[src/rtl/lrs_pkg.sv]
// Package of widths, field positions and carriers for the stream shim
package lrs_pkg;

	// --------------------------------------------------------------
	// Widths and field positions
	// --------------------------------------------------------------
	localparam int DATA_W    = 64;
	localparam int DW_W      = 32;
	localparam int KEEP_W    = DATA_W / 8;
	localparam int WIDE_W    = 128;
	localparam int USER_W    = 22;
	localparam int SOF_LO    = 10;
	localparam int SOF_HI    = 14;
	localparam int EOF_LO    = 17;
	localparam int EOF_HI    = 21;
	localparam int INFO_W    = 5;
	localparam int INFO_MARK = 4;
	localparam int INFO_3    = 3;
	localparam int INFO_2    = 2;
	localparam logic [KEEP_W-1:0] KEEP_ALL = 8'hFF;

	// --------------------------------------------------------------
	// Carriers
	// --------------------------------------------------------------
	typedef struct packed {
		logic [DATA_W-1:0] data;
		logic [KEEP_W-1:0] keep;
		logic              last;
	} lrs_beat_s;

	typedef struct packed {
		logic [INFO_W-1:0] startInfo;
		logic [INFO_W-1:0] endInfo;
	} lrs_info_s;

	typedef enum logic [1:0] {
		LRS_OUT  = 2'h1,
		LRS_IN   = 2'h2
	} lrs_frame_e;

	// Swap dword positions, keeping byte order inside each dword
	function automatic logic [DATA_W-1:0] lrsSwap(
		input logic [DATA_W-1:0] d);
		logic [DATA_W-1:0] r;
		r = '0;
		for (int i = 0; i < DATA_W / DW_W; i++) begin
			r[i*DW_W +: DW_W] = d[(DATA_W/DW_W-1-i)*DW_W +: DW_W];
		end
		return r;
	endfunction : lrsSwap

	function automatic logic [WIDE_W-1:0] lrsSwapWide(
		input logic [WIDE_W-1:0] d);
		logic [WIDE_W-1:0] r;
		r = '0;
		for (int i = 0; i < WIDE_W / DW_W; i++) begin
			r[i*DW_W +: DW_W] = d[(WIDE_W/DW_W-1-i)*DW_W +: DW_W];
		end
		return r;
	endfunction : lrsSwapWide

endpackage : lrs_pkg

[src/rtl/lrs_skid_buf.sv]
// Two-entry buffer with valid and ready on both sides
`timescale 1ns/100ps
`default_nettype none
module lrs_skid_buf #(
	parameter int WIDTH = 8
) (
	input  wire logic             clk_sys,
	input  wire logic             rst,
	input  wire logic [WIDTH-1:0] inData,
	input  wire logic             inValid,
	output logic                  inReady,
	output logic      [WIDTH-1:0] outData,
	output logic                  outValid,
	input  wire logic             outReady
);
	import lrs_pkg::*;

	logic [WIDTH-1:0] slot0, slot1, next_slot0, next_slot1;
	logic [1:0]       count, next_count;
	logic             doPush, doPop;

	// --------------------------------------------------------------
	// Storage: slot0 is the head, output comes straight from a register
	// --------------------------------------------------------------
	assign inReady  = (count != 2'h2);
	assign outValid = (count != 2'h0);
	assign outData  = slot0;
	assign doPush   = inValid && inReady;
	assign doPop    = outValid && outReady;

	// Next values of the two slots and fill count
	always_comb begin
		next_slot0 = slot0;
		next_slot1 = slot1;
		next_count = count;
		if (doPop) begin
			next_slot0 = slot1;
		end
		if (doPush) begin
			if (count == 2'h0 || (count == 2'h1 && doPop)) begin
				next_slot0 = inData;
			end else if (count == 2'h1 || doPop) begin
				next_slot1 = inData;
			end
		end
		next_count = count + {1'b0, doPush} - {1'b0, doPop};
	end

	// Register the slots
	always_ff @(posedge clk_sys or posedge rst) begin
		if (rst) begin
			slot0 <= '0;
			slot1 <= '0;
			count <= 2'h0;
		end else begin
			slot0 <= next_slot0;
			slot1 <= next_slot1;
			count <= next_count;
		end
	end

	// --------------------------------------------------------------
	// Checks
	// --------------------------------------------------------------
	buf_never_over_a: assert property (@(posedge clk_sys) disable iff (rst)
		count <= 2'h2)
		else $error("buffer count above two");
	buf_full_stalls_a: assert property (@(posedge clk_sys) disable iff (rst)
		(count == 2'h2 && !outReady) |=> $stable(outData) && outValid)
		else $error("held word changed while stalled");
	buf_fills_c: cover property (@(posedge clk_sys) disable iff (rst)
		count == 2'h2);

endmodule : lrs_skid_buf
`default_nettype wire

[src/rtl/lrs_stream_shim.sv]
// Shim from the core stream ports to a legacy active-low frame interface
`timescale 1ns/100ps
`default_nettype none

module lrs_stream_shim (
	input  wire logic                      clk_sys,
	input  wire logic                      rst,
	// Core receive stream, narrow path
	input  wire lrs_pkg::lrs_beat_s        rxBeat,
	input  wire logic                      rxValid,
	output logic                           rxReady,
	// Core receive stream, wide path
	input  wire logic [lrs_pkg::WIDE_W-1:0] rxWideData,
	input  wire logic [lrs_pkg::USER_W-1:0] rxWideUser,
	input  wire logic                      rxWideLast,
	// Link state from the core
	input  wire logic                      linkUp,
	// Legacy receive side, narrow path
	output lrs_pkg::lrs_beat_s             legRxBeat,
	output logic                           legRxSrcRdy_n,
	input  wire logic                      legRxDstRdy_n,
	output logic                           legRxSof_n,
	output logic                           legRxEof_n,
	output logic                           legRxRem_n,
	output logic                           legRxDsc_n,
	// Legacy receive side, wide path
	output logic [lrs_pkg::WIDE_W-1:0]     legRxWideData,
	output logic                           legRxWideSof_n,
	output logic [1:0]                     legRxWideRem,
	output lrs_pkg::lrs_info_s             rxInfo,
	// Non-posted accept passes through
	input  wire logic                      legRxNpOk_n,
	output logic                           rx_nonposted_accept,
	// Legacy transmit side
	input  wire logic [lrs_pkg::DATA_W-1:0] legTxData,
	input  wire logic [lrs_pkg::KEEP_W-1:0] legTxKeep,
	input  wire logic                      legTxSof_n,
	input  wire logic                      legTxEof_n,
	input  wire logic                      legTxSrcRdy_n,
	output logic                           legTxDstRdy_n,
	input  wire logic [lrs_pkg::WIDE_W-1:0] legTxWideData,
	// Core transmit stream
	output lrs_pkg::lrs_beat_s             txBeat,
	output logic                           txValid,
	input  wire logic                      txReady,
	output logic [lrs_pkg::WIDE_W-1:0]     txWideData
);
	import lrs_pkg::*;

	// --------------------------------------------------------------
	// Receive buffer: a legacy stall loses no word
	// --------------------------------------------------------------
	lrs_beat_s bufOut;
	logic      bufValid, bufReady, rxAccept;
	logic      sofIn, sofOut;

	lrs_skid_buf #(.WIDTH($bits(lrs_beat_s) + 1)) u_rx_buf (
		.clk_sys  (clk_sys),
		.rst      (rst),
		.inData   ({rxBeat, sofIn}),
		.inValid  (rxValid),
		.inReady  (rxReady),
		.outData  ({bufOut, sofOut}),
		.outValid (bufValid),
		.outReady (bufReady)
	);

	// --------------------------------------------------------------
	// Frame tracking on the core side
	// --------------------------------------------------------------
	lrs_frame_e frameState, next_frameState;

	assign rxAccept = rxValid && rxReady;

	always_comb begin
		next_frameState = frameState;
		if (rxAccept) begin
			next_frameState = rxBeat.last ? LRS_OUT : LRS_IN;
		end
	end

	always_ff @(posedge clk_sys or posedge rst) begin
		if (rst) begin
			frameState <= LRS_OUT;
		end else begin
			frameState <= next_frameState;
		end
	end

	// start marks the first valid beat
	assign sofIn = rxValid && (frameState != LRS_IN);

	// --------------------------------------------------------------
	// Legacy receive outputs, narrow path
	// --------------------------------------------------------------
	assign bufReady      = !legRxDstRdy_n;
	assign legRxSrcRdy_n = !bufValid;
	assign legRxBeat     = '{data: lrsSwap(bufOut.data), keep: bufOut.keep,
		last: bufOut.last};
	assign legRxSof_n    = !(bufValid && sofOut);
	assign legRxEof_n    = !(bufValid && bufOut.last);
	// remainder from keep; only meaningful at frame end
	assign legRxRem_n    = bufOut.last ? (bufOut.keep == KEEP_ALL) : 1'b1;

	// --------------------------------------------------------------
	// Discontinue
	// --------------------------------------------------------------
	logic next_dsc;

	// link loss is the only cause; frame still ends on last
	always_comb begin
		next_dsc = linkUp;
	end

	always_ff @(posedge clk_sys or posedge rst) begin
		if (rst) begin
			legRxDsc_n <= 1'b1;
		end else begin
			legRxDsc_n <= next_dsc;
		end
	end

	// --------------------------------------------------------------
	// Wide receive path
	// --------------------------------------------------------------
	// sideband start and end info
	assign rxInfo = '{startInfo: rxWideUser[SOF_HI:SOF_LO],
		endInfo: rxWideUser[EOF_HI:EOF_LO]};
	assign legRxWideData  = lrsSwapWide(rxWideData);
	assign legRxWideSof_n = !rxInfo.startInfo[INFO_MARK];

	always_comb begin
		legRxWideRem[1] =
			(rxInfo.startInfo[INFO_MARK] && rxInfo.endInfo[INFO_MARK]
				&& rxInfo.endInfo[INFO_3])
			|| (!rxInfo.startInfo[INFO_MARK] && rxInfo.endInfo[INFO_MARK]
				&& rxInfo.endInfo[INFO_3])
			|| (rxInfo.startInfo[INFO_MARK] && !rxInfo.endInfo[INFO_MARK]
				&& !rxInfo.startInfo[INFO_3]);
		legRxWideRem[0] = !rxInfo.endInfo[INFO_2];
	end

	// polarity change only; timing is the user's duty
	assign rx_nonposted_accept = !legRxNpOk_n;

	// --------------------------------------------------------------
	// Transmit path
	// --------------------------------------------------------------
	// legacy transmit start is not used
	// keep from the user every cycle, valid or not; swap
	assign txBeat        = '{data: lrsSwap(legTxData), keep: legTxKeep,
		last: !legTxEof_n};
	assign txValid       = !legTxSrcRdy_n;
	assign legTxDstRdy_n = !txReady;
	// wide keep is the user's duty each cycle
	assign txWideData    = lrsSwapWide(legTxWideData);

	// --------------------------------------------------------------
	// Checks
	// --------------------------------------------------------------
	frame_flag_load_a: assert property (@(posedge clk_sys) disable iff (rst)
		rxAccept |=> (frameState == LRS_IN) == !$past(rxBeat.last))
		else $error("inside-frame flag did not load");
	start_mark_a: assert property (@(posedge clk_sys) disable iff (rst)
		(rxValid && frameState == LRS_IN) |-> !sofIn)
		else $error("start marked inside a frame");
	wide_start_a: assert property (@(posedge clk_sys) disable iff (rst)
		legRxWideSof_n == !rxWideUser[SOF_HI])
		else $error("wide start mismatch");
	rem_narrow_a: assert property (@(posedge clk_sys) disable iff (rst)
		(bufOut.last && bufOut.keep != KEEP_ALL) |-> !legRxRem_n)
		else $error("partial remainder not flagged");
	rem_full_a: assert property (@(posedge clk_sys) disable iff (rst)
		(!bufOut.last || bufOut.keep == KEEP_ALL) |-> legRxRem_n)
		else $error("remainder low without partial end");
	rem_wide_a: assert property (@(posedge clk_sys) disable iff (rst)
		legRxWideRem[0] == !rxWideUser[EOF_LO + INFO_2])
		else $error("wide remainder bit zero wrong");
	dsc_delay_a: assert property (@(posedge clk_sys) disable iff (rst)
		$fell(linkUp) |=> !legRxDsc_n)
		else $error("discontinue not one cycle after link loss");
	dsc_link_a: assert property (@(posedge clk_sys) disable iff (rst)
		legRxDsc_n == $past(linkUp))
		else $error("discontinue without link loss");
	swap_a: assert property (@(posedge clk_sys) disable iff (rst)
		legRxWideData[WIDE_W-1 -: DW_W] == rxWideData[DW_W-1:0])
		else $error("dword swap wrong");
	np_accept_a: assert property (@(posedge clk_sys) disable iff (rst)
		rx_nonposted_accept != legRxNpOk_n)
		else $error("non-posted accept polarity wrong");

	frame_two_c: cover property (@(posedge clk_sys) disable iff (rst)
		rxAccept && !rxBeat.last ##1 rxAccept && rxBeat.last);
	stall_c: cover property (@(posedge clk_sys) disable iff (rst)
		bufValid && legRxDstRdy_n ##1 bufValid && !legRxDstRdy_n);
	link_loss_c: cover property (@(posedge clk_sys) disable iff (rst)
		$fell(linkUp));
	rem_partial_c: cover property (@(posedge clk_sys) disable iff (rst)
		bufValid && bufOut.last && bufOut.keep != KEEP_ALL);

endmodule : lrs_stream_shim
`default_nettype wire

[config.mk]
export PLATFORM = sky130hd
export DESIGN_NAME = lrs_stream_shim
export DESIGN_NICKNAME = d
export VERILOG_FILES = /design/src/rtl/lrs_pkg.sv /design/src/rtl/lrs_skid_buf.sv /design/src/rtl/lrs_stream_shim.sv
export SDC_FILE = /design/constraint.sdc
export NUM_CORES = 1
export LEC_CHECK = 0
export ABC_AREA = 1
export BUFFER_PORTS_ARGS = -buffer_cell sky130_fd_sc_hd__buf_4
export CAP_MARGIN = 20
export CORE_AREA = 2 2 333 335
export DETAILED_ROUTE_END_ITERATION = 8
export DIE_AREA = 0 0 335 337
export GPL_TIMING_DRIVEN = 0
export SLEW_MARGIN = 20
export SYNTH_ARGS = -nofsm -noshare
export SYNTH_HDL_FRONTEND = slang
export SYNTH_SLANG_ARGS = --single-unit
[constraint.sdc]
create_clock -name clk_sys -period 9.1 [get_ports clk_sys]
set_input_delay 0.455 -clock clk_sys [delete_from_list [all_inputs] [get_ports clk_sys]]
set_output_delay 0.455 -clock clk_sys [all_outputs]
set_load 0.005 [all_outputs]
==> run summary <==
DETAILED ROUTING
-------------------------------------------------------------------------------------------
Avg Vias per Cell                                                                      2.87
Routed wirelength normalized by instance count                                      15.8 um
Post-route DRC violation count                                                            0
Number of antenna-violating nets in the routed design                                     0
DRT Pass-1 Iters                                                                          4
Vias                                                                                   9470
Number of design-rule violations left by the first detailed-router iteration            295
Total routed wirelength                                                             52.0 mm

LOGIC SYNTHESIS
-------------------------------------------------------------------------------------------
Register bit total from synthesis                                                       153
Largest family of logic cells by synthesized area                              buffers and inverters
Main synth FF type                                                             sky130_fd_sc_hd__dfrtp_1
Netlist Area Pre-Place                                                            9770 um^2
Cell types occupying the most area after synthesis                             sky130_fd_sc_hd__dfrtp_1, sky130_fd_sc_hd__buf_4, sky130_fd_sc_hd__nand2_1
Cell taking the most area after synthesis                                      sky130_fd_sc_hd__dfrtp_1
Simple-gate portion of the synthesized area                                           24.7%
Count of flip-flops with a built-in enable after synthesis                                0
Number of instances in the synthesized netlist                                         1320
Adder and majority cell fraction of the synthesized area                             0.128%
Compound-Gate Fraction of Synth Area                                                 0.525%
Area share of the leading cell type in the synthesized netlist                        38.7%
Portion of netlist area occupied by mux cells                                            0%
Post-synthesis cell type count                                                           21
Mean area per synthesized cell                                                    7.40 um^2
Async set-or-reset flop fraction in the synthesized netlist                            100%
Post-Synthesis Net Count                                                               1755
Sequential element share of the synthesized area                                      39.2%
Xor/xnor share of the synthesized area                                              0.0897%
Number of warnings reported in the yosys synthesis log                                    0
Most instantiated cells after synthesis                                        sky130_fd_sc_hd__nand2_1, sky130_fd_sc_hd__buf_4, sky130_fd_sc_hd__inv_1, sky130_fd_sc_hd__dfrtp_1, sky130_fd_sc_hd__nand3_1
Most frequent cell after synthesis                                             sky130_fd_sc_hd__nand2_1

CLOCKING
-------------------------------------------------------------------------------------------
Quantity of hold-fixing buffers added after cts                                           1
Resized cells post-CTS                                                                    0
Clock sinks                                                                             153
Clock tree root driver cell                                                    sky130_fd_sc_hd__clkbuf_16
Number of buffers inserted during clock tree synthesis                                   17
CTS H-tree depth                                                                          4
Post-CTS setup buffers                                                                    0
Clock latency reported for the late side of the worst-skew pair                      490 ps
Max Root-Sink Buffers                                                                     2
Clock Pin Slew Worst Setup and Hold Paths                                             80 ps
CTS tree                                                                                yes

FINAL LAYOUT
-------------------------------------------------------------------------------------------
Final cell count without fillers                                                       3297
Synthesis-to-finish area growth                                                       64.2%
# nets final                                                                           2286
Area used by multi-input combinational logic                                      2480 um^2
Seq. cell area                                                                    3830 um^2
Fraction of layout instances using a drive strength above 1                           49.8%
Fillcell total                                                                        12600
Final instance area                                                              16000 um^2

WORST SETUP PATH
-------------------------------------------------------------------------------------------
Critical-path maximum fanout                                                             10
Crit end category                                                                 flip-flop
Critical path class                                                              reg -> reg
WP data required                                                                    9510 ps
Internal reg-to-reg setup slack                                                     6950 ps
Critical Path Start Type                                                          flip-flop
Data arrival at the endpoint of the critical path                                   2570 ps

DIE
-------------------------------------------------------------------------------------------
Die outline area                                                                113000 um^2
X dimension of the die                                                               335 um
Starting Density                                                                      8.91%
Area of the core region                                                         110000 um^2
Chip height                                                                          337 um
I/O Pins                                                                                858
Count of standard-cell rows                                                             122

PLACEMENT
-------------------------------------------------------------------------------------------
Number of placed cells counting well taps                                              3257
Placement Cell Area                                                              15400 um^2
Quantity of I/O buffers inserted on ports                                               510
HPWL Detailed                                                                       43.4 mm
Final Wtd Congestion                                                                  0.917

STA
-------------------------------------------------------------------------------------------
Max_slew headroom                                                                     57.0%
Worst-Margin Slew                                                                    644 ps
Portion of the clock cycle consumed by the worst path in the final layout             23.7%
Final period demand of the worst path                                               2150 ps
Final hold vios                                                                           0
Max Clk Rate                                                                        464 MHz
Total Neg Setup Slack                                                                  0 ps
Setup repair after global routing missed its margin                                      no
Final slew viol count                                                                     0
Largest clock skew in the final design                                              21.2 ps
Number of setup violations in the final report                                            0

OUTCOME
-------------------------------------------------------------------------------------------
Run status                                                                     complete, no violations

POWER
-------------------------------------------------------------------------------------------
Combinational cell fraction of total power                                            46.5%
Power Dens Cells                                                                230 nW/um^2
Portion of total power attributed to sequential cells                                 32.7%
Internal power                                                                      2170 uW
Share of power burned in the clock network                                            20.8%
Maximum ir drop on the vdd rail                                                    0.167 mV
Switching part of the total power                                                     41.1%
Sw power                                                                            1510 uW
Leakage power                                                                    0.00882 uW

GLOBAL ROUTING
-------------------------------------------------------------------------------------------
Global-route wire length before repair                                              66.7 mm
Remaining global-route overflow                                                           0
Global-route usage over all layers                                                    8.71%
Pin count of the biggest net entering global routing                                     80
Number of global-route vias before repair                                              8889
Number of antenna violations at the first check in global routing                        22

MIN PATH
-------------------------------------------------------------------------------------------
Class of the tightest hold or removal check                                       in -> reg

FLOW RUN
-------------------------------------------------------------------------------------------
Max Cap Viol                                                                              0

==> power by group through the flow <==
stage	Clock (uW)	Combinational (uW)	Sequential, uW
global route	830	1940	1250
floorplan	0	895	1190
CTS	803	1770	1210
finish	765	1710	1210
detailed placement	0	1760	1220
global placement	0	1750	1210
==> worst paths after layout <==
check,from,endpoint,depth (start not counted)
min in group asynchronous,rst,u_rx_buf.slot1[35],3
setup reg to reg,u_rx_buf.count[1],u_rx_buf.outData[43],6
hold reg to reg,u_rx_buf.slot1[71],u_rx_buf.slot1[71],2
setup / recovery,u_rx_buf.count[1],u_rx_buf.outData[43],6
hold / removal,linkUp,legRxDsc_n,1
max in group asynchronous,rst,u_rx_buf.slot1[59],4
==> metal layers <==
metal,vias to the layer above,part of all wire [%],global-route usage [%]
li1,4622,-,-
met1,4290,40,10.2
met2,485,47,13.9
met3,61,9.8,3.65
met4,12,3.2,3.70
met5,-,0.15,0
==> worst max-delay path, stage by stage, from the launching register on <==
cell and delay, ps:
sky130_fd_sc_hd__dfrtp_1 490, sky130_fd_sc_hd__inv_2 70, sky130_fd_sc_hd__nand3_1 200, sky130_fd_sc_hd__buf_2 530, sky130_fd_sc_hd__buf_2 540, sky130_fd_sc_hd__nand3_1 150
sky130_fd_sc_hd__nand2_1 80
==> stage by stage <==
step | setup WS, ps | utilization [%] | hold WS (ps) | power, uW
4_1_cts | 6850 | 14.6 | 12.8 | 3780
6_report | 6950 | 14.6 | 76.1 | 3680
3_3_place_gp | 1670 | 14.0 | 454 | 2960
3_5_place_dp | 6740 | 14.1 | 458 | 2980
5_1_grt | 6750 | 14.6 | 24.4 | 4020
2_1_floorplan | 4530 | - | 442 | 2080
==> sequential cells by signal, summed over array words and instances, names as in the netlist <==
name,count
u_rx_buf.count,2
frameState,2
u_rx_buf.slot1,74
legRxDsc_n,1
u_rx_buf.outData,74
==> placed cells by master, fill, tap and decap left out <==
| cell type | n |
|---|---|
| sky130_fd_sc_hd__a21oi_4 | 1 |
| sky130_fd_sc_hd__buf_1 | 1 |
| sky130_fd_sc_hd__buf_16 | 1 |
| sky130_fd_sc_hd__buf_2 | 18 |
| sky130_fd_sc_hd__buf_4 | 853 |
| sky130_fd_sc_hd__buf_6 | 14 |
| sky130_fd_sc_hd__bufinv_16 | 1 |
| sky130_fd_sc_hd__clkbuf_1 | 7 |
| sky130_fd_sc_hd__clkbuf_16 | 17 |
| sky130_fd_sc_hd__clkbuf_2 | 2 |
| sky130_fd_sc_hd__clkinv_2 | 1 |
| sky130_fd_sc_hd__clkinv_4 | 3 |
| sky130_fd_sc_hd__clkinv_8 | 2 |
| sky130_fd_sc_hd__dfrtp_1 | 151 |
| sky130_fd_sc_hd__dfstp_2 | 2 |
| sky130_fd_sc_hd__diode_2 | 7 |
| sky130_fd_sc_hd__dlygate4sd3_1 | 1 |
| sky130_fd_sc_hd__ha_1 | 1 |
| sky130_fd_sc_hd__inv_1 | 155 |
| sky130_fd_sc_hd__inv_2 | 3 |
| sky130_fd_sc_hd__inv_6 | 4 |
| sky130_fd_sc_hd__inv_8 | 4 |
| sky130_fd_sc_hd__nand2_1 | 528 |
| sky130_fd_sc_hd__nand2_2 | 1 |
| sky130_fd_sc_hd__nand3_1 | 75 |
| sky130_fd_sc_hd__nand4_1 | 2 |
| sky130_fd_sc_hd__nor2_1 | 8 |
| sky130_fd_sc_hd__nor2_2 | 1 |
| sky130_fd_sc_hd__o21a_1 | 1 |
| sky130_fd_sc_hd__o21ai_0 | 4 |
| sky130_fd_sc_hd__o31ai_1 | 1 |
| sky130_fd_sc_hd__xnor2_1 | 1 |
==> kinds of logic (layout without fill, tap and decap cells) <==
| family | Yosys count | count (layout) |
|---|---|---|
| adder cells (fa/ha/maj) | 1 | 1 |
| other | 0 | 7 |
| flip-flops | 153 | 153 |
| buffers and inverters | 543 | 1087 |
| AO/OA/AOI/OAI | 7 | 7 |
| XOR/XNOR | 1 | 1 |
| AND/OR/NAND/NOR | 615 | 615 |
==> area by class of cell <==
class	count	share of cell area [%]
antenna	7	0.109
buffer	384	17.8
clock buffer	18	2.68
clock inverter	14	1.01
inverter	159	3.77
multi-input combinational	624	15.5
sequential	153	23.9
tap	1426	11.1
timing repair buffer	512	24.1
No activity file was read; power rests on OpenSTA's default activity.
